--- config.mk ---
export PLATFORM = sky130hd
export DESIGN_NAME = tecu_top
export DESIGN_NICKNAME = d
export VERILOG_FILES = /design/src/include/tecu_pkg.sv /design/src/tecu_channel.sv /design/src/tecu_top.sv
export SDC_FILE = /design/constraint.sdc
export NUM_CORES = 1
export LEC_CHECK = 0
export CORE_ASPECT_RATIO = 1.25
export CORE_UTILIZATION = 35
export DETAILED_ROUTE_END_ITERATION = 7
export DONT_BUFFER_PORTS = 1
export PLACE_DENSITY = 0.59
export REMOVE_ABC_BUFFERS = 1
export SETUP_SLACK_MARGIN = 0.3
export SYNTH_ARGS = -nofsm -noshare
export SYNTH_HDL_FRONTEND = slang
export SYNTH_SLANG_ARGS = --single-unit
--- constraint.sdc ---
create_clock -name clk_sys_in -period 11.2 [get_ports clk_sys_in]
set_input_delay 2.24 -clock clk_sys_in [delete_from_list [all_inputs] [get_ports clk_sys_in]]
set_output_delay 2.24 -clock clk_sys_in [all_outputs]
set_load 0.005 [all_outputs]
--- src/include/tecu_pkg.sv ---
// Package of constants and types for the timer and event counter unit
package tecu_pkg;

  // ***********************************
  // Sizes
  // ***********************************
  localparam int NCH = 6;
  localparam int NFIRST = 5;
  localparam int CW = 16;
  localparam int PRE_W = 9;

  // ***********************************
  // Register map (byte addresses)
  // ***********************************
  localparam logic [7:0] ADDR_START = 8'h00;
  localparam logic [7:0] ADDR_UPDOWN = 8'h04;
  localparam logic [7:0] ADDR_IRQ = 8'h08;
  localparam logic [7:0] ADDR_CH_BASE = 8'h10;
  localparam logic [7:0] ADDR_CH_STRIDE = 8'h08;
  localparam logic [7:0] ADDR_TIMER_OFS = 8'h04;

  // ***********************************
  // Mode register fields
  // ***********************************
  localparam int MODE_LO = 0;
  localparam int MODE_HI = 1;
  localparam int MODE_OUT_EN = 2;
  localparam int MODE_POL = 3;
  localparam int MODE_GATE = 4;
  localparam int MODE_CLK_LO = 6;
  localparam int MODE_CLK_HI = 7;

  // ***********************************
  // Reset values
  // ***********************************
  localparam logic [7:0] MODE_RST = 8'h00;
  localparam logic [CW-1:0] CNT_RST = 16'h0000;
  localparam logic [CW-1:0] CNT_TOP = 16'hFFFF;
  localparam logic [NCH-1:0] FLAGS_RST = 6'h00;

  // ***********************************
  // Count source dividers: tick when low prescaler bits are all ones
  // ***********************************
  localparam logic [PRE_W-1:0] DIV2_MASK = 9'h001;
  localparam logic [PRE_W-1:0] DIV8_MASK = 9'h007;
  localparam logic [PRE_W-1:0] DIV32_MASK = 9'h01F;
  localparam logic [PRE_W-1:0] DIV512_MASK = 9'h1FF;

  typedef enum logic [1:0] {
    TECU_TIMER,
    TECU_EVENT,
    TECU_ONESHOT,
    TECU_PWM
  } tecu_mode_e;

  typedef struct packed {
    logic [7:0] mode;
    logic start;
    logic updown;
  } tecu_cfg_s;

endpackage

--- src/tecu_channel.sv ---
// One counter channel: timer mode and event counter mode
`timescale 1ns/1ns
module tecu_channel #(
  parameter bit FIRST_TYPE = 1'b1
) (
  input wire logic clk_sys_in,
  input wire logic rst_in,
  input wire tecu_pkg::tecu_cfg_s cfg_in,
  input wire logic [3:0] pre_ticks_in,
  input wire logic input_pin_in,
  input wire logic dir_pin_in,
  input wire logic wr_en_in,
  input wire logic [15:0] wr_data_in,
  output logic [15:0] cnt_out,
  output logic [15:0] reload_out,
  output logic term_out,
  output logic pin_out,
  output logic pin_oe_out
);

  logic [15:0] cnt_ff;
  logic [15:0] reload_ff;
  logic in_prev_ff;
  logic pin_ff;
  logic oe_ff;
  tecu_pkg::tecu_mode_e mode_e;
  logic is_timer;
  logic is_event;
  logic edge_seen;
  logic gate_ok;
  logic count_up;
  logic step;
  logic at_end;

  // ***********************************
  // Step decode
  // ***********************************
  // Second-type channel only knows timer mode
  assign mode_e = FIRST_TYPE ?
    tecu_pkg::tecu_mode_e'(cfg_in.mode[tecu_pkg::MODE_HI:tecu_pkg::MODE_LO]) :
    tecu_pkg::TECU_TIMER;
  assign is_timer = (mode_e == tecu_pkg::TECU_TIMER);
  assign is_event = (mode_e == tecu_pkg::TECU_EVENT);
  // Falling edge when polarity bit low, rising when high
  assign edge_seen = cfg_in.mode[tecu_pkg::MODE_POL] ?
    (input_pin_in & ~in_prev_ff) : (~input_pin_in & in_prev_ff);
  assign gate_ok = ~cfg_in.mode[tecu_pkg::MODE_GATE] |
    (input_pin_in == cfg_in.mode[tecu_pkg::MODE_POL]);
  assign count_up = is_event & (cfg_in.mode[tecu_pkg::MODE_GATE] ?
    dir_pin_in : cfg_in.updown);
  assign step = cfg_in.start & ((is_timer & gate_ok &
    pre_ticks_in[cfg_in.mode[tecu_pkg::MODE_CLK_HI:tecu_pkg::MODE_CLK_LO]]) |
    (is_event & edge_seen));
  assign at_end = count_up ? (cnt_ff == tecu_pkg::CNT_TOP) :
    (cnt_ff == tecu_pkg::CNT_RST);
  // Reload on the step that finds the end value gives n+1 steps
  assign term_out = step & at_end;

  // ***********************************
  // Counter and reload storage
  // ***********************************
  // Stopped write loads both; running write waits for next reload
  always_ff @(posedge clk_sys_in) begin
    if (rst_in) begin
      cnt_ff <= tecu_pkg::CNT_RST;
    end else if (wr_en_in && !cfg_in.start) begin
      cnt_ff <= wr_data_in;
    end else if (term_out) begin
      cnt_ff <= reload_ff;
    end else if (step) begin
      cnt_ff <= count_up ? cnt_ff + 16'h0001 : cnt_ff - 16'h0001;
    end
  end

  // Kept apart from the counter
  always_ff @(posedge clk_sys_in) begin
    if (rst_in) begin
      reload_ff <= tecu_pkg::CNT_RST;
    end else if (wr_en_in) begin
      reload_ff <= wr_data_in;
    end
  end

  // Previous pin level for edge detection
  always_ff @(posedge clk_sys_in) begin
    if (rst_in) begin
      in_prev_ff <= 1'b0;
    end else begin
      in_prev_ff <= input_pin_in;
    end
  end

  // ***********************************
  // Pulse output
  // ***********************************
  // Low while stopped, toggles at each end value
  always_ff @(posedge clk_sys_in) begin
    if (rst_in) begin
      pin_ff <= 1'b0;
    end else if (!cfg_in.start) begin
      pin_ff <= 1'b0;
    end else if (term_out) begin
      pin_ff <= ~pin_ff;
    end
  end

  // Pin is a plain port pin unless output is enabled in timer or event mode
  always_ff @(posedge clk_sys_in) begin
    if (rst_in) begin
      oe_ff <= 1'b0;
    end else begin
      oe_ff <= cfg_in.mode[tecu_pkg::MODE_OUT_EN] & (is_timer | is_event);
    end
  end

  assign cnt_out = cnt_ff;
  assign reload_out = reload_ff;
  assign pin_out = pin_ff;
  assign pin_oe_out = oe_ff;

endmodule

--- src/tecu_top.sv ---
// Timer and event counter unit with APB register access
// How it works
// - Six 16-bit channels, five first type, one second type; pins shared with ports.
// - Mode bits 1:0 decode: 00 timer mode, 01 event counter mode.
// - Timer mode: bits 7:6 pick count clock; count only while start flag set.
// - Timer mode decrements; at 0000 set request, reload, keep counting.
// - Bit 2 set: output toggles at 0000, low while stopped.
// - Bit 4 set: count only while input at level chosen by bit 3.
// - Stopped write loads reload and counter; running write only reload; counter readable.
// - Programmed value n divides count source by n plus one.
// - Event mode counts input falling edges, or rising when bit 3 set.
// - Event mode, bit 4 clear: up-down flag zero decrements, one increments.
// - Event mode, bit 4 set: output pin level low decrements, high increments.
// - Event mode: at 0000 down or FFFF up, request, reload, continue.
// - Event mode with bit 2 set: output inverts at each end value.
// - Request bits clear on reset, on service, or by software.
`timescale 1ns/1ns
module tecu_top (
  input wire logic clk_sys_in,
  input wire logic rst_in,
  input wire logic psel_in,
  input wire logic penable_in,
  input wire logic pwrite_in,
  input wire logic [7:0] paddr_in,
  input wire logic [31:0] pwdata_in,
  output logic [31:0] prdata_out,
  output logic pready_out,
  output logic pslverr_out,
  input wire logic [5:0] channel_input_pin_in,
  input wire logic [5:0] channel_output_pin_in,
  output logic [5:0] channel_output_pin_out,
  output logic [5:0] channel_output_pin_oe_out,
  input wire logic [5:0] irq_ack_in,
  output logic [5:0] irq_req_out
);

  // ***********************************
  // Declarations
  // ***********************************
  logic [tecu_pkg::NCH-1:0] start_ff;
  logic [tecu_pkg::NCH-1:0] updown_ff;
  logic [tecu_pkg::NCH-1:0] irq_ff;
  logic [7:0] mode_ff [tecu_pkg::NCH];
  logic [tecu_pkg::PRE_W-1:0] pre_ff;
  logic [3:0] pre_ticks;
  logic [31:0] prdata_ff;
  logic pready_ff;
  logic pslverr_ff;
  logic setup;
  logic access;
  logic wr_acc;
  logic [31:0] rd_word;
  logic rd_hit;
  logic [15:0] cnt_w [tecu_pkg::NCH];
  logic [15:0] reload_w [tecu_pkg::NCH];
  logic [tecu_pkg::NCH-1:0] term_w;
  logic [tecu_pkg::NCH-1:0] pin_w;
  logic [tecu_pkg::NCH-1:0] oe_w;
  logic [tecu_pkg::NCH-1:0] tmr_wr;
  logic [tecu_pkg::NCH-1:0] irq_wclr;

  // Byte address of a channel's mode or timer word
  function automatic logic ch_addr_is(input logic [7:0] a, input int i, input logic tmr);
    logic [7:0] base;
    base = tecu_pkg::ADDR_CH_BASE + 8'(i) * tecu_pkg::ADDR_CH_STRIDE;
    ch_addr_is = (a == (tmr ? base + tecu_pkg::ADDR_TIMER_OFS : base));
  endfunction

  // ***********************************
  // APB slave
  // ***********************************
  assign setup = psel_in & ~penable_in;
  assign access = psel_in & penable_in & pready_ff;
  assign wr_acc = access & pwrite_in & ~pslverr_ff;

  // One wait-free access phase after every setup cycle
  always_ff @(posedge clk_sys_in) begin
    if (rst_in) begin
      pready_ff <= 1'b0;
    end else begin
      pready_ff <= setup;
    end
  end

  // Unmapped addresses answer with an error
  always_ff @(posedge clk_sys_in) begin
    if (rst_in) begin
      pslverr_ff <= 1'b0;
    end else begin
      pslverr_ff <= setup & ~rd_hit;
    end
  end

  // Read data sampled in setup so the output comes from a flop
  always_ff @(posedge clk_sys_in) begin
    if (rst_in) begin
      prdata_ff <= 32'h00000000;
    end else if (setup) begin
      prdata_ff <= pwrite_in ? 32'h00000000 : rd_word;
    end
  end

  // Address decode and read mux; counter is always readable
  always_comb begin
    rd_word = 32'h00000000;
    rd_hit = 1'b0;
    if (paddr_in == tecu_pkg::ADDR_START) begin
      rd_word = {26'h0000000, start_ff};
      rd_hit = 1'b1;
    end else if (paddr_in == tecu_pkg::ADDR_UPDOWN) begin
      rd_word = {26'h0000000, updown_ff};
      rd_hit = 1'b1;
    end else if (paddr_in == tecu_pkg::ADDR_IRQ) begin
      rd_word = {26'h0000000, irq_ff};
      rd_hit = 1'b1;
    end else begin
      for (int i = 0; i < tecu_pkg::NCH; i++) begin
        if (ch_addr_is(paddr_in, i, 1'b0)) begin
          rd_word = {24'h000000, mode_ff[i]};
          rd_hit = 1'b1;
        end else if (ch_addr_is(paddr_in, i, 1'b1)) begin
          rd_word = {16'h0000, cnt_w[i]};
          rd_hit = 1'b1;
        end
      end
    end
  end

  // ***********************************
  // Global flags
  // ***********************************
  // Count start flags steer every channel
  always_ff @(posedge clk_sys_in) begin
    if (rst_in) begin
      start_ff <= tecu_pkg::FLAGS_RST;
    end else if (wr_acc && paddr_in == tecu_pkg::ADDR_START) begin
      start_ff <= pwdata_in[tecu_pkg::NCH-1:0];
    end
  end

  // Up-down flags for event counting
  always_ff @(posedge clk_sys_in) begin
    if (rst_in) begin
      updown_ff <= tecu_pkg::FLAGS_RST;
    end else if (wr_acc && paddr_in == tecu_pkg::ADDR_UPDOWN) begin
      updown_ff <= pwdata_in[tecu_pkg::NCH-1:0];
    end
  end

  // Write one to clear, service also clears; a new end value wins
  assign irq_wclr = (wr_acc && paddr_in == tecu_pkg::ADDR_IRQ) ?
    pwdata_in[tecu_pkg::NCH-1:0] : tecu_pkg::FLAGS_RST;
  always_ff @(posedge clk_sys_in) begin
    if (rst_in) begin
      irq_ff <= tecu_pkg::FLAGS_RST;
    end else begin
      irq_ff <= (irq_ff & ~(irq_wclr | irq_ack_in)) | term_w;
    end
  end

  // ***********************************
  // Count source prescaler
  // ***********************************
  // Free running so all channels share one divider
  always_ff @(posedge clk_sys_in) begin
    if (rst_in) begin
      pre_ff <= '0;
    end else begin
      pre_ff <= pre_ff + 9'h001;
    end
  end

  // One-cycle enables for each selectable count source
  assign pre_ticks[0] = (pre_ff & tecu_pkg::DIV2_MASK) == tecu_pkg::DIV2_MASK;
  assign pre_ticks[1] = (pre_ff & tecu_pkg::DIV8_MASK) == tecu_pkg::DIV8_MASK;
  assign pre_ticks[2] = (pre_ff & tecu_pkg::DIV32_MASK) == tecu_pkg::DIV32_MASK;
  assign pre_ticks[3] = (pre_ff & tecu_pkg::DIV512_MASK) == tecu_pkg::DIV512_MASK;

  // ***********************************
  // Channels
  // ***********************************
  genvar g;
  generate
    for (g = 0; g < tecu_pkg::NCH; g++) begin : gen_ch
      tecu_pkg::tecu_cfg_s cfg;
      // One driver for the whole carrier struct
      assign cfg = '{mode: mode_ff[g], start: start_ff[g],
        updown: updown_ff[g]};
      assign tmr_wr[g] = wr_acc & ch_addr_is(paddr_in, g, 1'b1);

      // Mode register per channel
      always_ff @(posedge clk_sys_in) begin
        if (rst_in) begin
          mode_ff[g] <= tecu_pkg::MODE_RST;
        end else if (wr_acc && ch_addr_is(paddr_in, g, 1'b0)) begin
          mode_ff[g] <= pwdata_in[7:0];
        end
      end

      // Last channel is the second type, timer mode only
      tecu_channel #(
        .FIRST_TYPE(g < tecu_pkg::NFIRST)
      ) u_ch (
        .clk_sys_in(clk_sys_in),
        .rst_in(rst_in),
        .cfg_in(cfg),
        .pre_ticks_in(pre_ticks),
        .input_pin_in(channel_input_pin_in[g]),
        .dir_pin_in(channel_output_pin_in[g]),
        .wr_en_in(tmr_wr[g]),
        .wr_data_in(pwdata_in[15:0]),
        .cnt_out(cnt_w[g]),
        .reload_out(reload_w[g]),
        .term_out(term_w[g]),
        .pin_out(pin_w[g]),
        .pin_oe_out(oe_w[g])
      );

      // Stopped write reaches the counter on the next edge
      a_stopped_write: assert property (@(posedge clk_sys_in) disable iff (rst_in)
        tmr_wr[g] && !start_ff[g] |=> cnt_w[g] == $past(pwdata_in[15:0]))
        else $error("stopped write did not load counter");

      // Running write lands in reload, counter not forced
      a_running_write: assert property (@(posedge clk_sys_in) disable iff (rst_in)
        tmr_wr[g] && start_ff[g] |=> reload_w[g] == $past(pwdata_in[15:0]))
        else $error("running write did not load reload");

      // End value reload and request flag
      a_end_reload: assert property (@(posedge clk_sys_in) disable iff (rst_in)
        term_w[g] && !tmr_wr[g] |=> cnt_w[g] == $past(reload_w[g]) && irq_ff[g])
        else $error("end value did not reload and request");

      // Timer mode down step on a selected tick
      a_timer_step: assert property (@(posedge clk_sys_in) disable iff (rst_in)
        start_ff[g] && mode_ff[g][1:0] == 2'b00 && !mode_ff[g][4] && !tmr_wr[g] &&
        pre_ticks[mode_ff[g][7:6]] && cnt_w[g] != 16'h0000
        |=> cnt_w[g] == $past(cnt_w[g]) - 16'h0001)
        else $error("timer did not decrement");

      // Gate at the wrong level holds the counter
      a_gate_hold: assert property (@(posedge clk_sys_in) disable iff (rst_in)
        mode_ff[g][1:0] == 2'b00 && mode_ff[g][4] && !tmr_wr[g] &&
        channel_input_pin_in[g] != mode_ff[g][3] |=> $stable(cnt_w[g]))
        else $error("gated timer counted");

      // Stopped channel never counts
      a_stop_hold: assert property (@(posedge clk_sys_in) disable iff (rst_in)
        !start_ff[g] && !tmr_wr[g] |=> $stable(cnt_w[g]))
        else $error("stopped channel counted");

      // Output low two edges after a stop
      a_out_low: assert property (@(posedge clk_sys_in) disable iff (rst_in)
        !start_ff[g] ##1 !start_ff[g] |=> !channel_output_pin_out[g])
        else $error("output not low while stopped");

      // Output inverts on every end value
      a_out_toggle: assert property (@(posedge clk_sys_in) disable iff (rst_in)
        term_w[g] && start_ff[g] |=> pin_w[g] != $past(pin_w[g]))
        else $error("output did not toggle");
    end
  endgenerate

  // Event mode up count follows the up-down flag
  a_event_up: assert property (@(posedge clk_sys_in) disable iff (rst_in)
    start_ff[2] && mode_ff[2][1:0] == 2'b01 && !mode_ff[2][4] && updown_ff[2] &&
    !tmr_wr[2] && !term_w[2] && mode_ff[2][3] && channel_input_pin_in[2] &&
    !$past(channel_input_pin_in[2]) |=> cnt_w[2] == $past(cnt_w[2]) + 16'h0001)
    else $error("event counter did not increment");

  // Service clears a request unless a new end value arrives
  a_irq_clear: assert property (@(posedge clk_sys_in) disable iff (rst_in)
    irq_ack_in[2] && !term_w[2] |=> !irq_ff[2])
    else $error("request not cleared by service");

  // Access phase lasts exactly one cycle
  a_pready_pulse: assert property (@(posedge clk_sys_in) disable iff (rst_in)
    setup |=> pready_out ##1 !pready_out || setup)
    else $error("pready not a single cycle answer");

  // ***********************************
  // Outputs
  // ***********************************
  assign prdata_out = prdata_ff;
  assign pready_out = pready_ff;
  assign pslverr_out = pslverr_ff;
  assign irq_req_out = irq_ff;
  assign channel_output_pin_out = pin_w;
  assign channel_output_pin_oe_out = oe_w;

endmodule

==> results of run 1 <==
-- area by class of cell --
type	instances	area, µm²	share of cell area
Multi-Input combinational cell	1710	10800	0.552
Sequential cell	302	6530	0.332
Clock buffer	56	1070	0.0547
Tap cell	658	823	0.0419
Timing Repair Buffer	24	180	0.00917
Inverter	36	135	0.00688
Clock inverter	5	58.8	0.00299
Antenna cell	2	5.00	0.000255
-- kinds of logic (layout without fill, tap and decap cells) --
family,Yosys count,count (layout),share of synthesized area
AOI/OAI and AO/OA,658,658,0.239
xor gates and xnor gates,73,73,0.0353
and+or+nand+nor,818,818,0.220
DFF,302,302,0.360
adders and majority gates,80,80,0.0573
muxes,65,65,0.0413
buffers and inverters,188,121,0.0460
other,1,18,0.000207
-- power by group --
part / internal (W) / switching (W)
Combinational: 0.0000191 / 0.0000303
Clock: 0.000679 / 0.000472
Sequential: 0.00111 / 0.00000715
Total: 0.00181 / 0.000509
-- registers in the layout, indices dropped and copies added (netlist names) --
name                    count
gen_ch.u_ch.in_prev_ff      5
gen_ch.u_ch.reload_out     96
mode_ff                    48
gen_ch.u_ch.pin_out         6
pready_out                  1
prdata_out                 16
updown_ff                   6
pre_ff                      9
gen_ch.u_ch.pin_oe_out      6
gen_ch.u_ch.cnt_out        96
start_ff                    6
irq_req_out                 6
pslverr_out                 1
-- layer usage --
layer,wire (µm),track usage,up-vias
met4,4040,0.139,8
met1,25300,0.295,8110
li1,-,-,7892
met3,5820,0.0553,195
met2,30600,0.399,759
met5,52,0,-
-- worst min-delay path, cell delays in order (launching register included) --
cell and delay (ns):
dfxtp_1 0.30, nand2_1 0.05, a21oi_1 0.05
-- metrics by stage --
stage	power (W)	cell area (µm²)	instances	setup WS [ns]	hold slack [ns]
after floorplan	0.00117	17500	2048	5.58	0.426
after global placement	0.00119	18500	2730	5.25	0.438
after detailed placement	0.00119	18500	2730	5.22	0.441
after CTS	0.00233	19600	2791	5.77	0.449
after global routing	0.00238	19600	2792	5.47	0.464
final	0.00232	19600	2793	5.64	0.449
-- cell usage in the layout (no fill, tap or decap), types with 10 or more instances in the layout --
cell type	Yosys	routed
a211oi_1	21	20
mux2i_1	41	40
a31oi_1	20	20
mux2_2	18	18
o211ai_1	31	31
clkbuf_8	0	12
o22ai_1	18	18
buf_4	28	24
o21ai_0	67	67
a21oi_1	233	232
a22oi_1	86	86
a221oi_1	22	22
and2_1	64	64
nor2b_1	19	19
ha_1	75	75
conb_1	1	16
o21bai_1	17	17
xor2_1	33	33
nor3_1	46	44
nor3b_1	19	19
nand2b_1	21	21
o221ai_1	10	10
dfxtp_1	254	254
nor2_1	130	130
nand3_1	52	52
nand2_1	336	336
inv_1	36	36
a21o_1	27	27
edfxtp_1	48	48
xnor2_1	40	40
nor4_1	28	27
o31ai_1	13	13
or3_1	10	10
and3_1	14	14
a222oi_1	24	24
clkbuf_16	0	35
nand4_1	30	30
-- path summary, 6_finish.rpt --
check	startpoint	end	slack, ns	depth (start not counted)
setup reg to reg	mode_ff[2][4]	gen_ch[2].u_ch.cnt_out[14]	6.96	11
hold reg to reg	gen_ch[0].u_ch.reload_out[8]	gen_ch[0].u_ch.reload_out[8]	0.45	2
hold / removal	gen_ch[0].u_ch.reload_out[8]	gen_ch[0].u_ch.reload_out[8]	0.45	2
setup / recovery	paddr_in[4]	gen_ch[3].u_ch.cnt_out[11]	5.64	6
==> results.json, run 1 <==
{
  "finalHoldViolations": 0,
  "synth.yosys.seq_area_share": 0.360,
  "cts_root_buffer": "clkbuf_16",
  "detail_route.iter0.violations": 1715,
  "synth_top_cell_area_share": 0.281,
  "finish.net_count": 2252,
  "cts-htree-levels": 2,
  "post_cts_hold_buffer_count": 0,
  "vdd_ir_drop_max_mv": 0.0779,
  "globalplace.congestion": 0.928,
  "grt_pass1_vias": 16100,
  "largest_net_degree_at_the_start_of_global_routing": 257,
  "synthTopCellsByArea": "dfxtp_1 (28%), edfxtp_1 (8.0%), nand2_1 (7.0%)",
  "wl_per_cell_um": 23.6,
  "num_io_pins": 115,
  "timing_worst_slew_pin_value_ns": 1.28,
  "dr_total_vias": 17000,
  "detail_route.first_pass.iterations": 8,
  "dp_hpwl_um": 44800,
  "synth_area_um2": 18100,
  "io_buffer_count": 0,
  "critPathMaxStageDelay_ns": 1.02,
  "cts_setup_buffers": 0,
  "final-setup-viol-count": 0,
  "fraction_of_the_cycle_the_final_worst_path_needs": 0.496,
  "final_core_util": 0.387,
  "slew_viol_final": 0,
  "async_flop_share": 0,
  "yosysWarnings": 0,
  "detail-route-antenna-nets": 0,
  "path_clk_slew_ns": 0.06,
  "synth_edf_count": 48,
  "synth_most_common_cell": "nand2_1",
  "drc": 1,
  "synth-seq-cells": 302,
  "grt_first_pass_wirelength_um": 98900,
  "later_pin_clock_latency_in_the_skew_report_ns": 0.54,
  "failed_checks": "design-rule violations",
  "std_cell_rows": 92,
  "cellPowerDensity_nw_per_um2": 118,
  "vias_per_cell": 6.07,
  "max_clock_freq_mhz": 180,
  "final_layout_size_suffix_gt1_frac": 0.0624,
  "initial_utilization": 0.357,
  "area_of_the_die_um2": 52700,
  "period_needed_ns": 5.56,
  "synth.avg_cell_area_um2": 8.29,
  "final.setup_skew_ns": 0.0263,
  "clock-sinks": 302,
  "timing.critical_path.buf_inv": 0,
  "setup.worst_path.start_class": "primary input",
  "crit_path_max_fanout": 18,
  "die_height_um": 256,
  "p_leak_nw": 6.70,
  "core-area_um2": 50800,
  "clockBufferDepth": 3,
  "status": "finished, violations left",
  "area.growth.synth_to_final_pct": 8.44,
  "postSynthCellCount": 2185,
  "cts-buffers-inserted": 35,
  "fillCellCount": 5110,
  "cp_cell_sequence": "nor4b_2, nand4_1, nor2_2, nor2_1, a221oi_1, o22ai_1",
  "max_cap_violations": 0,
  "die_w_um": 205,
  "synth_top_cell_by_area": "dfxtp_1",
  "maxSlewHeadroom": 0.136,
  "wirelength_um": 65800,
  "cts_tree": "built",
  "synth_commonest_cells": "nand2_1 (336), dfxtp_1 (254), a21oi_1 (233)",
  "grt_setup_unrepaired": "no",
  "cp.arrival_ns": 5.94,
  "slowest_stage": "nor2_2",
  "setup.worst_path.end_class": "flip-flop",
  "postCtsResizedCells": 0,
  "ys_types": 85,
  "grtUsageTotal": 0.245,
  "worst-setup-path-type": "in -> reg",
  "antenna_found_initial": 6,
  "ys.flop_type": "dfxtp_1",
  "min-delay-path-class": "reg -> reg",
  "cp.required_ns": 11.58,
  "timing.setup.tns_ns": 0,
  "cp_top_family": "simple AND/OR/NAND/NOR gates",
  "grt_overflow_total": 0
}
(Power assumes the default switching activity.)
==> run 2: changes to the inputs <==
Clock period 11.2 ns to 5.6 ns, I/O delays scaled along.
==> run 2 against run 1 <==
Net effect:
- the run now ends clean
- die area did not move
- final cell count increased by 0.36%
- clock power increased by 97%
- clock skew decreased by 0.00079 ns
- first-iteration DRC count increased by 1.3%
- routed wire length fell by 0.13%
- critical endpoint is now gen_ch[3].u_ch.cnt_out[13]
- largest cell class unchanged
==> results.json, run 2 (synthesis results as in run 1) <==
{
  "r2r_setup_slk_ns": 1.49,
  "area.growth.synth_to_final_pct": 8.68,
  "drc": 0,
  "slowest_stage": "nor2_1",
  "detail-route-antenna-nets": 0,
  "later_pin_clock_latency_in_the_skew_report_ns": 0.54,
  "fillCellCount": 5083,
  "antenna_found_initial": 2,
  "cp.arrival_ns": 4.59,
  "wirelength_um": 65700,
  "timing_worst_slew_pin_value_ns": 1.24,
  "std_cell_rows": 92,
  "finish.net_count": 2261,
  "mostFrequentLayoutCell": "nand2_1",
  "cts-htree-levels": 2,
  "area_of_the_die_um2": 52700,
  "wl_per_cell_um": 23.5,
  "maxSlewHeadroom": 0.169,
  "final_core_util": 0.388,
  "final.setup_skew_ns": 0.0255,
  "min-delay-path-class": "reg -> reg",
  "layout.cell_area.non_filler_um2": 19700,
  "fraction_of_the_cycle_the_final_worst_path_needs": 0.734,
  "timing.critical_path.buf_inv": 0,
  "setup.worst_path.start_class": "flip-flop",
  "critical_path_depth": 10,
  "dp_hpwl_um": 44800,
  "post_cts_hold_buffer_count": 0,
  "cell_repeated_most_along_the_worst_path": "ha_1",
  "clock-sinks": 302,
  "postCtsResizedCells": 0,
  "num_io_pins": 115,
  "io_buffer_count": 0,
  "cts-buffers-inserted": 35,
  "grt_overflow_total": 0,
  "grt_pass1_vias": 16100,
  "detail_route.iter0.violations": 1737,
  "commonest_cells_after_routing_fill_and_taps_aside": "nand2_1 (336), dfxtp_1 (254), a21oi_1 (232), nor2_1 (130), a22oi_1 (86)",
  "timing.setup.tns_ns": 0,
  "setup.worst_path.end_class": "flip-flop",
  "final-setup-viol-count": 0,
  "cts_tree": "built",
  "initial_utilization": 0.357,
  "worst_reg2reg_endpoint": "gen_ch[3].u_ch.cnt_out[13]",
  "final_layout_size_suffix_gt1_frac": 0.0658,
  "clockBufferDepth": 3,
  "max_clock_freq_mhz": 243,
  "worstSetupEndpoint": "gen_ch[3].u_ch.cnt_out[13]",
  "finalHoldViolations": 0,
  "vdd_ir_drop_max_mv": 0.223,
  "cp_top_family": "simple AND/OR/NAND/NOR gates",
  "grtUsageTotal": 0.245,
  "placed_cell_area_um2": 18600,
  "path_clk_slew_ns": 0.06,
  "cts_setup_buffers": 0,
  "die_w_um": 205,
  "worst_setup_path_startpoint": "pre_ff[0]",
  "number_of_placed_instances_with_taps_included": 2739,
  "slew_viol_final": 0,
  "worst-setup-path-type": "reg -> reg",
  "critPathMaxStageDelay_ns": 1.01,
  "largest_net_degree_at_the_start_of_global_routing": 257,
  "worst-r2r-cell-count": 10,
  "die_height_um": 256,
  "cts_root_buffer": "clkbuf_16",
  "dr_total_vias": 17100,
  "vias_per_cell": 6.09,
  "crit_path_max_fanout": 15,
  "cp.required_ns": 6.08,
  "globalplace.congestion": 0.936,
  "core-area_um2": 50800,
  "non_filler_cells_final": 2803,
  "power.total_w": 0.00459,
  "grt_setup_unrepaired": "no",
  "crit-reg2reg-launch": "pre_ff[0]",
  "cellPowerDensity_nw_per_um2": 233,
  "max_cap_violations": 0,
  "cp_cell_sequence": "ha_1, and3_1, nor3b_1, ha_1, mux4_2, o211a_1, nor2_1, a22oi_1, a21o_1, a21oi_1",
  "grt_first_pass_wirelength_um": 99100,
  "p_leak_nw": 6.75,
  "detail_route.first_pass.iterations": 6,
  "status": "completed",
  "period_needed_ns": 4.11
}
run 2: cell count changes in the layout (fill, tap and decap cells not counted), sizes merged:
cell / before / now
clkinv: 1 / 11
buf: 24 / 33
clkbuf: 56 / 51
clkinvlp: 2 / 0
bufinv: 1 / 0
diode: 2 / 1
run 2: per-stage QoR:
stage	setup WS [ns]	hold slack, ns
finish	1.49	0.451
global route	1.32	0.470
CTS	1.61	0.452
detailed placement	1.12	0.444
global placement	1.21	0.437
floorplan	1.10	0.426
run 2: how the worst min path moves through the flow:
stage / from / endpoint / slack [ns] / depth (start not counted)
after detailed placement: gen_ch[0].u_ch.reload_out[8] / gen_ch[0].u_ch.reload_out[8] / 0.44 / 2
final: gen_ch[3].u_ch.reload_out[12] / gen_ch[3].u_ch.reload_out[12] / 0.45 / 2
after global routing: gen_ch[5].u_ch.reload_out[12] / gen_ch[5].u_ch.reload_out[12] / 0.47 / 2
after floorplan: gen_ch[0].u_ch.reload_out[0] / gen_ch[0].u_ch.reload_out[0] / 0.43 / 2
after global placement: gen_ch[2].u_ch.reload_out[0] / gen_ch[2].u_ch.reload_out[0] / 0.44 / 2
after CTS: gen_ch[0].u_ch.reload_out[8] / gen_ch[0].u_ch.reload_out[8] / 0.45 / 2
run 2: layer usage:
| metal | GRT usage | up-vias | wire length [µm] |
|---|---|---|---|
| met5 | 0 | - | 18 |
| li1 | - | 7924 | - |
| met2 | 0.395 | 735 | 30400 |
| met1 | 0.307 | 8238 | 26100 |
| met3 | 0.0459 | 161 | 5410 |
| met4 | 0.131 | 2 | 3740 |
run 2: cell type report:
type / count / area (µm²) / share of cell area
diodes: 1 / 2.50 / 0.000127
clock buffers: 51 / 1040 / 0.0528
clock inverters: 12 / 71.3 / 0.00362
inverters: 36 / 135 / 0.00687
multi-input cells: 1710 / 10800 / 0.551
flip-flops and latches: 302 / 6530 / 0.332
well taps: 658 / 823 / 0.0418
repair buffers: 33 / 248 / 0.0126
run 2: report_power, final:
part	internal [W]	total [W]	leakage [nW]	switching (W)
combinational	0.0000384	0.0000986	3.63	0.0000603
sequential	0.00222	0.00223	2.56	0.0000144
clock	0.00130	0.00226	0.553	0.000968
run 2: worst min-delay path, delay by kind of cell (launching register included):
family           cells  cell delay (ns)
flip-flops           1             0.30
AND/OR/NAND/NOR      1             0.05
AO/OA/AOI/OAI        1             0.05
==> run 3: changes to the inputs <==
Settings changed: PLACE_DENSITY 0.59 to 0.61.
Clock period 5.6 ns to 3.35 ns, I/O delays scaled along.
==> run 3 against run 2 <==
Net effect:
- register-to-register slack got worse by 1.2 ns
- clock skew is 0.0032 ns higher
- worst hold slack got worse by 0.23 ns
- core utilization up 2.5 points
- maximum frequency is 32% higher
- die area unchanged
- setup slack lost 1.2 ns
- total power up 69%
- critical path depth up 3
- combinational power is 97% higher
- largest power group unchanged
==> results.json, run 3 (synthesis results as in run 1) <==
{
  "status": "completed",
  "mostFrequentLayoutCell": "nand2_1",
  "finalHoldViolations": 0,
  "cts_tree": "built",
  "cp_cell_sequence": "mux2i_1, nor3b_1, buf_4, inv_4, buf_6, ha_4, or2_2, a21o_1, nand3_1, o211ai_1, a31oi_1, mux2_2, or3_1",
  "non_filler_cells_final": 2918,
  "final.setup_skew_ns": 0.0287,
  "path_clk_slew_ns": 0.06,
  "timing.critical_path.buf_inv": 3,
  "final_layout_size_suffix_gt1_frac": 0.142,
  "wirelength_um": 67400,
  "setup.worst_path.end_class": "flip-flop",
  "dr_total_vias": 17600,
  "number_of_placed_instances_with_taps_included": 2835,
  "worst-r2r-cell-count": 13,
  "min_delay_path_depth": 1,
  "worst-setup-path-type": "reg -> reg",
  "hold_path_startpoint": "pwrite_in",
  "slew_viol_final": 0,
  "min-delay-path-class": "in -> reg",
  "detail-route-antenna-nets": 0,
  "r2r_setup_slk_ns": 0.25,
  "critPathMaxStageDelay_ns": 0.40,
  "detail_route.iter0.violations": 1874,
  "die_height_um": 256,
  "detail_route.first_pass.iterations": 6,
  "core-area_um2": 50800,
  "top_signal_layer_used": "met4",
  "met3WireLength_um": 5840,
  "cp.arrival_ns": 3.53,
  "min_delay_worst_endpoint": "prdata_out[1]",
  "globalplace.congestion": 0.950,
  "clock-sinks": 302,
  "max_cap_violations": 0,
  "grt_overflow_total": 0,
  "timing_worst_slew_pin_value_ns": 1.16,
  "fraction_of_the_cycle_the_final_worst_path_needs": 0.926,
  "clockBufferDepth": 3,
  "grtUsageTotal": 0.250,
  "num_io_pins": 115,
  "drc": 0,
  "die_w_um": 205,
  "max_clock_freq_mhz": 322,
  "cts_root_buffer": "clkbuf_16",
  "setup_ws_ns": 0.249,
  "area_of_the_die_um2": 52700,
  "worst_reg2reg_endpoint": "gen_ch[2].u_ch.cnt_out[14]",
  "setup.worst_path.start_class": "flip-flop",
  "grt_first_pass_wirelength_um": 101000,
  "io_buffer_count": 0,
  "cts-htree-levels": 2,
  "cp_top_family": "simple AND/OR/NAND/NOR gates",
  "slowest_stage": "edfxtp_1",
  "crit-reg2reg-launch": "mode_ff[2][4]",
  "grt_pass1_vias": 16900,
  "cts-buffers-inserted": 35,
  "grt_setup_unrepaired": "yes",
  "later_pin_clock_latency_in_the_skew_report_ns": 0.57,
  "place_worst_setup_slack_ns": -0.147,
  "initial_utilization": 0.357,
  "hold_ws_ns": 0.226,
  "fillCellCount": 4970,
  "met2_wirelength_um": 31300,
  "cellPowerDensity_nw_per_um2": 370,
  "largest_net_degree_at_the_start_of_global_routing": 257,
  "crit_path_max_fanout": 8,
  "antenna_found_initial": 2,
  "final-setup-viol-count": 0,
  "vdd_ir_drop_max_mv": 0.316,
  "commonest_cells_after_routing_fill_and_taps_aside": "nand2_1 (336), dfxtp_1 (254), a21oi_1 (231), buf_4 (140), nor2_1 (125)",
  "cp.required_ns": 3.78,
  "wl_per_cell_um": 23.1,
  "post_cts_hold_buffer_count": 0,
  "std_cell_rows": 92,
  "maxSlewHeadroom": 0.218,
  "area.growth.synth_to_final_pct": 15.6,
  "timing.setup.tns_ns": 0,
  "p_leak_nw": 7.39,
  "dp_hpwl_um": 46900,
  "period_needed_ns": 3.10,
  "finish.net_count": 2373,
  "wl_met1_um": 25800,
  "vias_per_cell": 6.03
}
run 3: cell types whose count changed in the layout (fill, tap and decap cells not counted), sizes merged:
cell,change
diode,+2
buf,+112
bufinv,+3
clkbuf,-6
clkinv,+3
clkinvlp,+1
run 3: worst max-delay path by stage:
stage,start,end,slack [ns],cells past startpoint
floorplan,paddr_in[5],gen_ch[1].u_ch.cnt_out[12],-0.70,6
CTS,mode_ff[2][4],gen_ch[2].u_ch.cnt_out[14],0.20,13
detailed placement,channel_output_pin_in[2],gen_ch[2].u_ch.cnt_out[14],-0.15,12
global route,mode_ff[2][4],gen_ch[2].u_ch.cnt_out[14],0.14,12
global placement,channel_output_pin_in[2],gen_ch[2].u_ch.cnt_out[14],-0.12,12
finish,mode_ff[2][4],gen_ch[2].u_ch.cnt_out[14],0.25,13
run 3: layout make-up:
class	count	area [µm²]	share of cell area
Multi-Input combinational cell	1710	11200	0.535
Sequential cell	302	6530	0.312
Timing Repair Buffer	145	1110	0.0529
Clock buffer	45	955	0.0456
Tap cell	658	823	0.0393
Clock inverter	19	161	0.00771
Inverter	36	151	0.00723
Antenna cell	3	7.51	0.000359
run 3: per-layer routing:
metal,up-vias,GRT usage
met1,8466,0.294
met4,0,0.155
met5,-,0
met2,745,0.405
li1,8150,-
met3,226,0.0632
run 3: power by group:
part / internal (W) / total, W / switching (W) / leakage (nW)
logic: 0.0000819 / 0.000194 / 0.000112 / 4.27
clock network: 0.00218 / 0.00383 / 0.00165 / 0.552
registers: 0.00370 / 0.00372 / 0.0000199 / 2.56
total: 0.00597 / 0.00775 / 0.00178 / 7.39
run 3: worst register-to-register path, delay by kind of cell (launching register included):
family / cells / cell delay [ns]
mux: 2 / 0.50
buf+inv: 3 / 0.36
simple gates: 4 / 0.94
compound gates: 3 / 0.56
fa+ha+maj: 1 / 0.21
flops: 1 / 0.40
run 3: through the flow:
stage / cell area [µm²] / total power (W) / util
CTS: 20500 / 0.00781 / 0.404
detailed placement: 19300 / 0.00398 / 0.380
global placement: 19300 / 0.00398 / 0.380
global route: 20900 / 0.00795 / 0.412
finish: 20900 / 0.00775 / 0.412
floorplan: 17500 / 0.00392 / -
run 3: what timing repair did:
item	4_1_cts	5_1_grt
gates resized for setup	29	70
setup endpoints to repair	43	55
buffers inserted	5	11
pin swaps	11	35
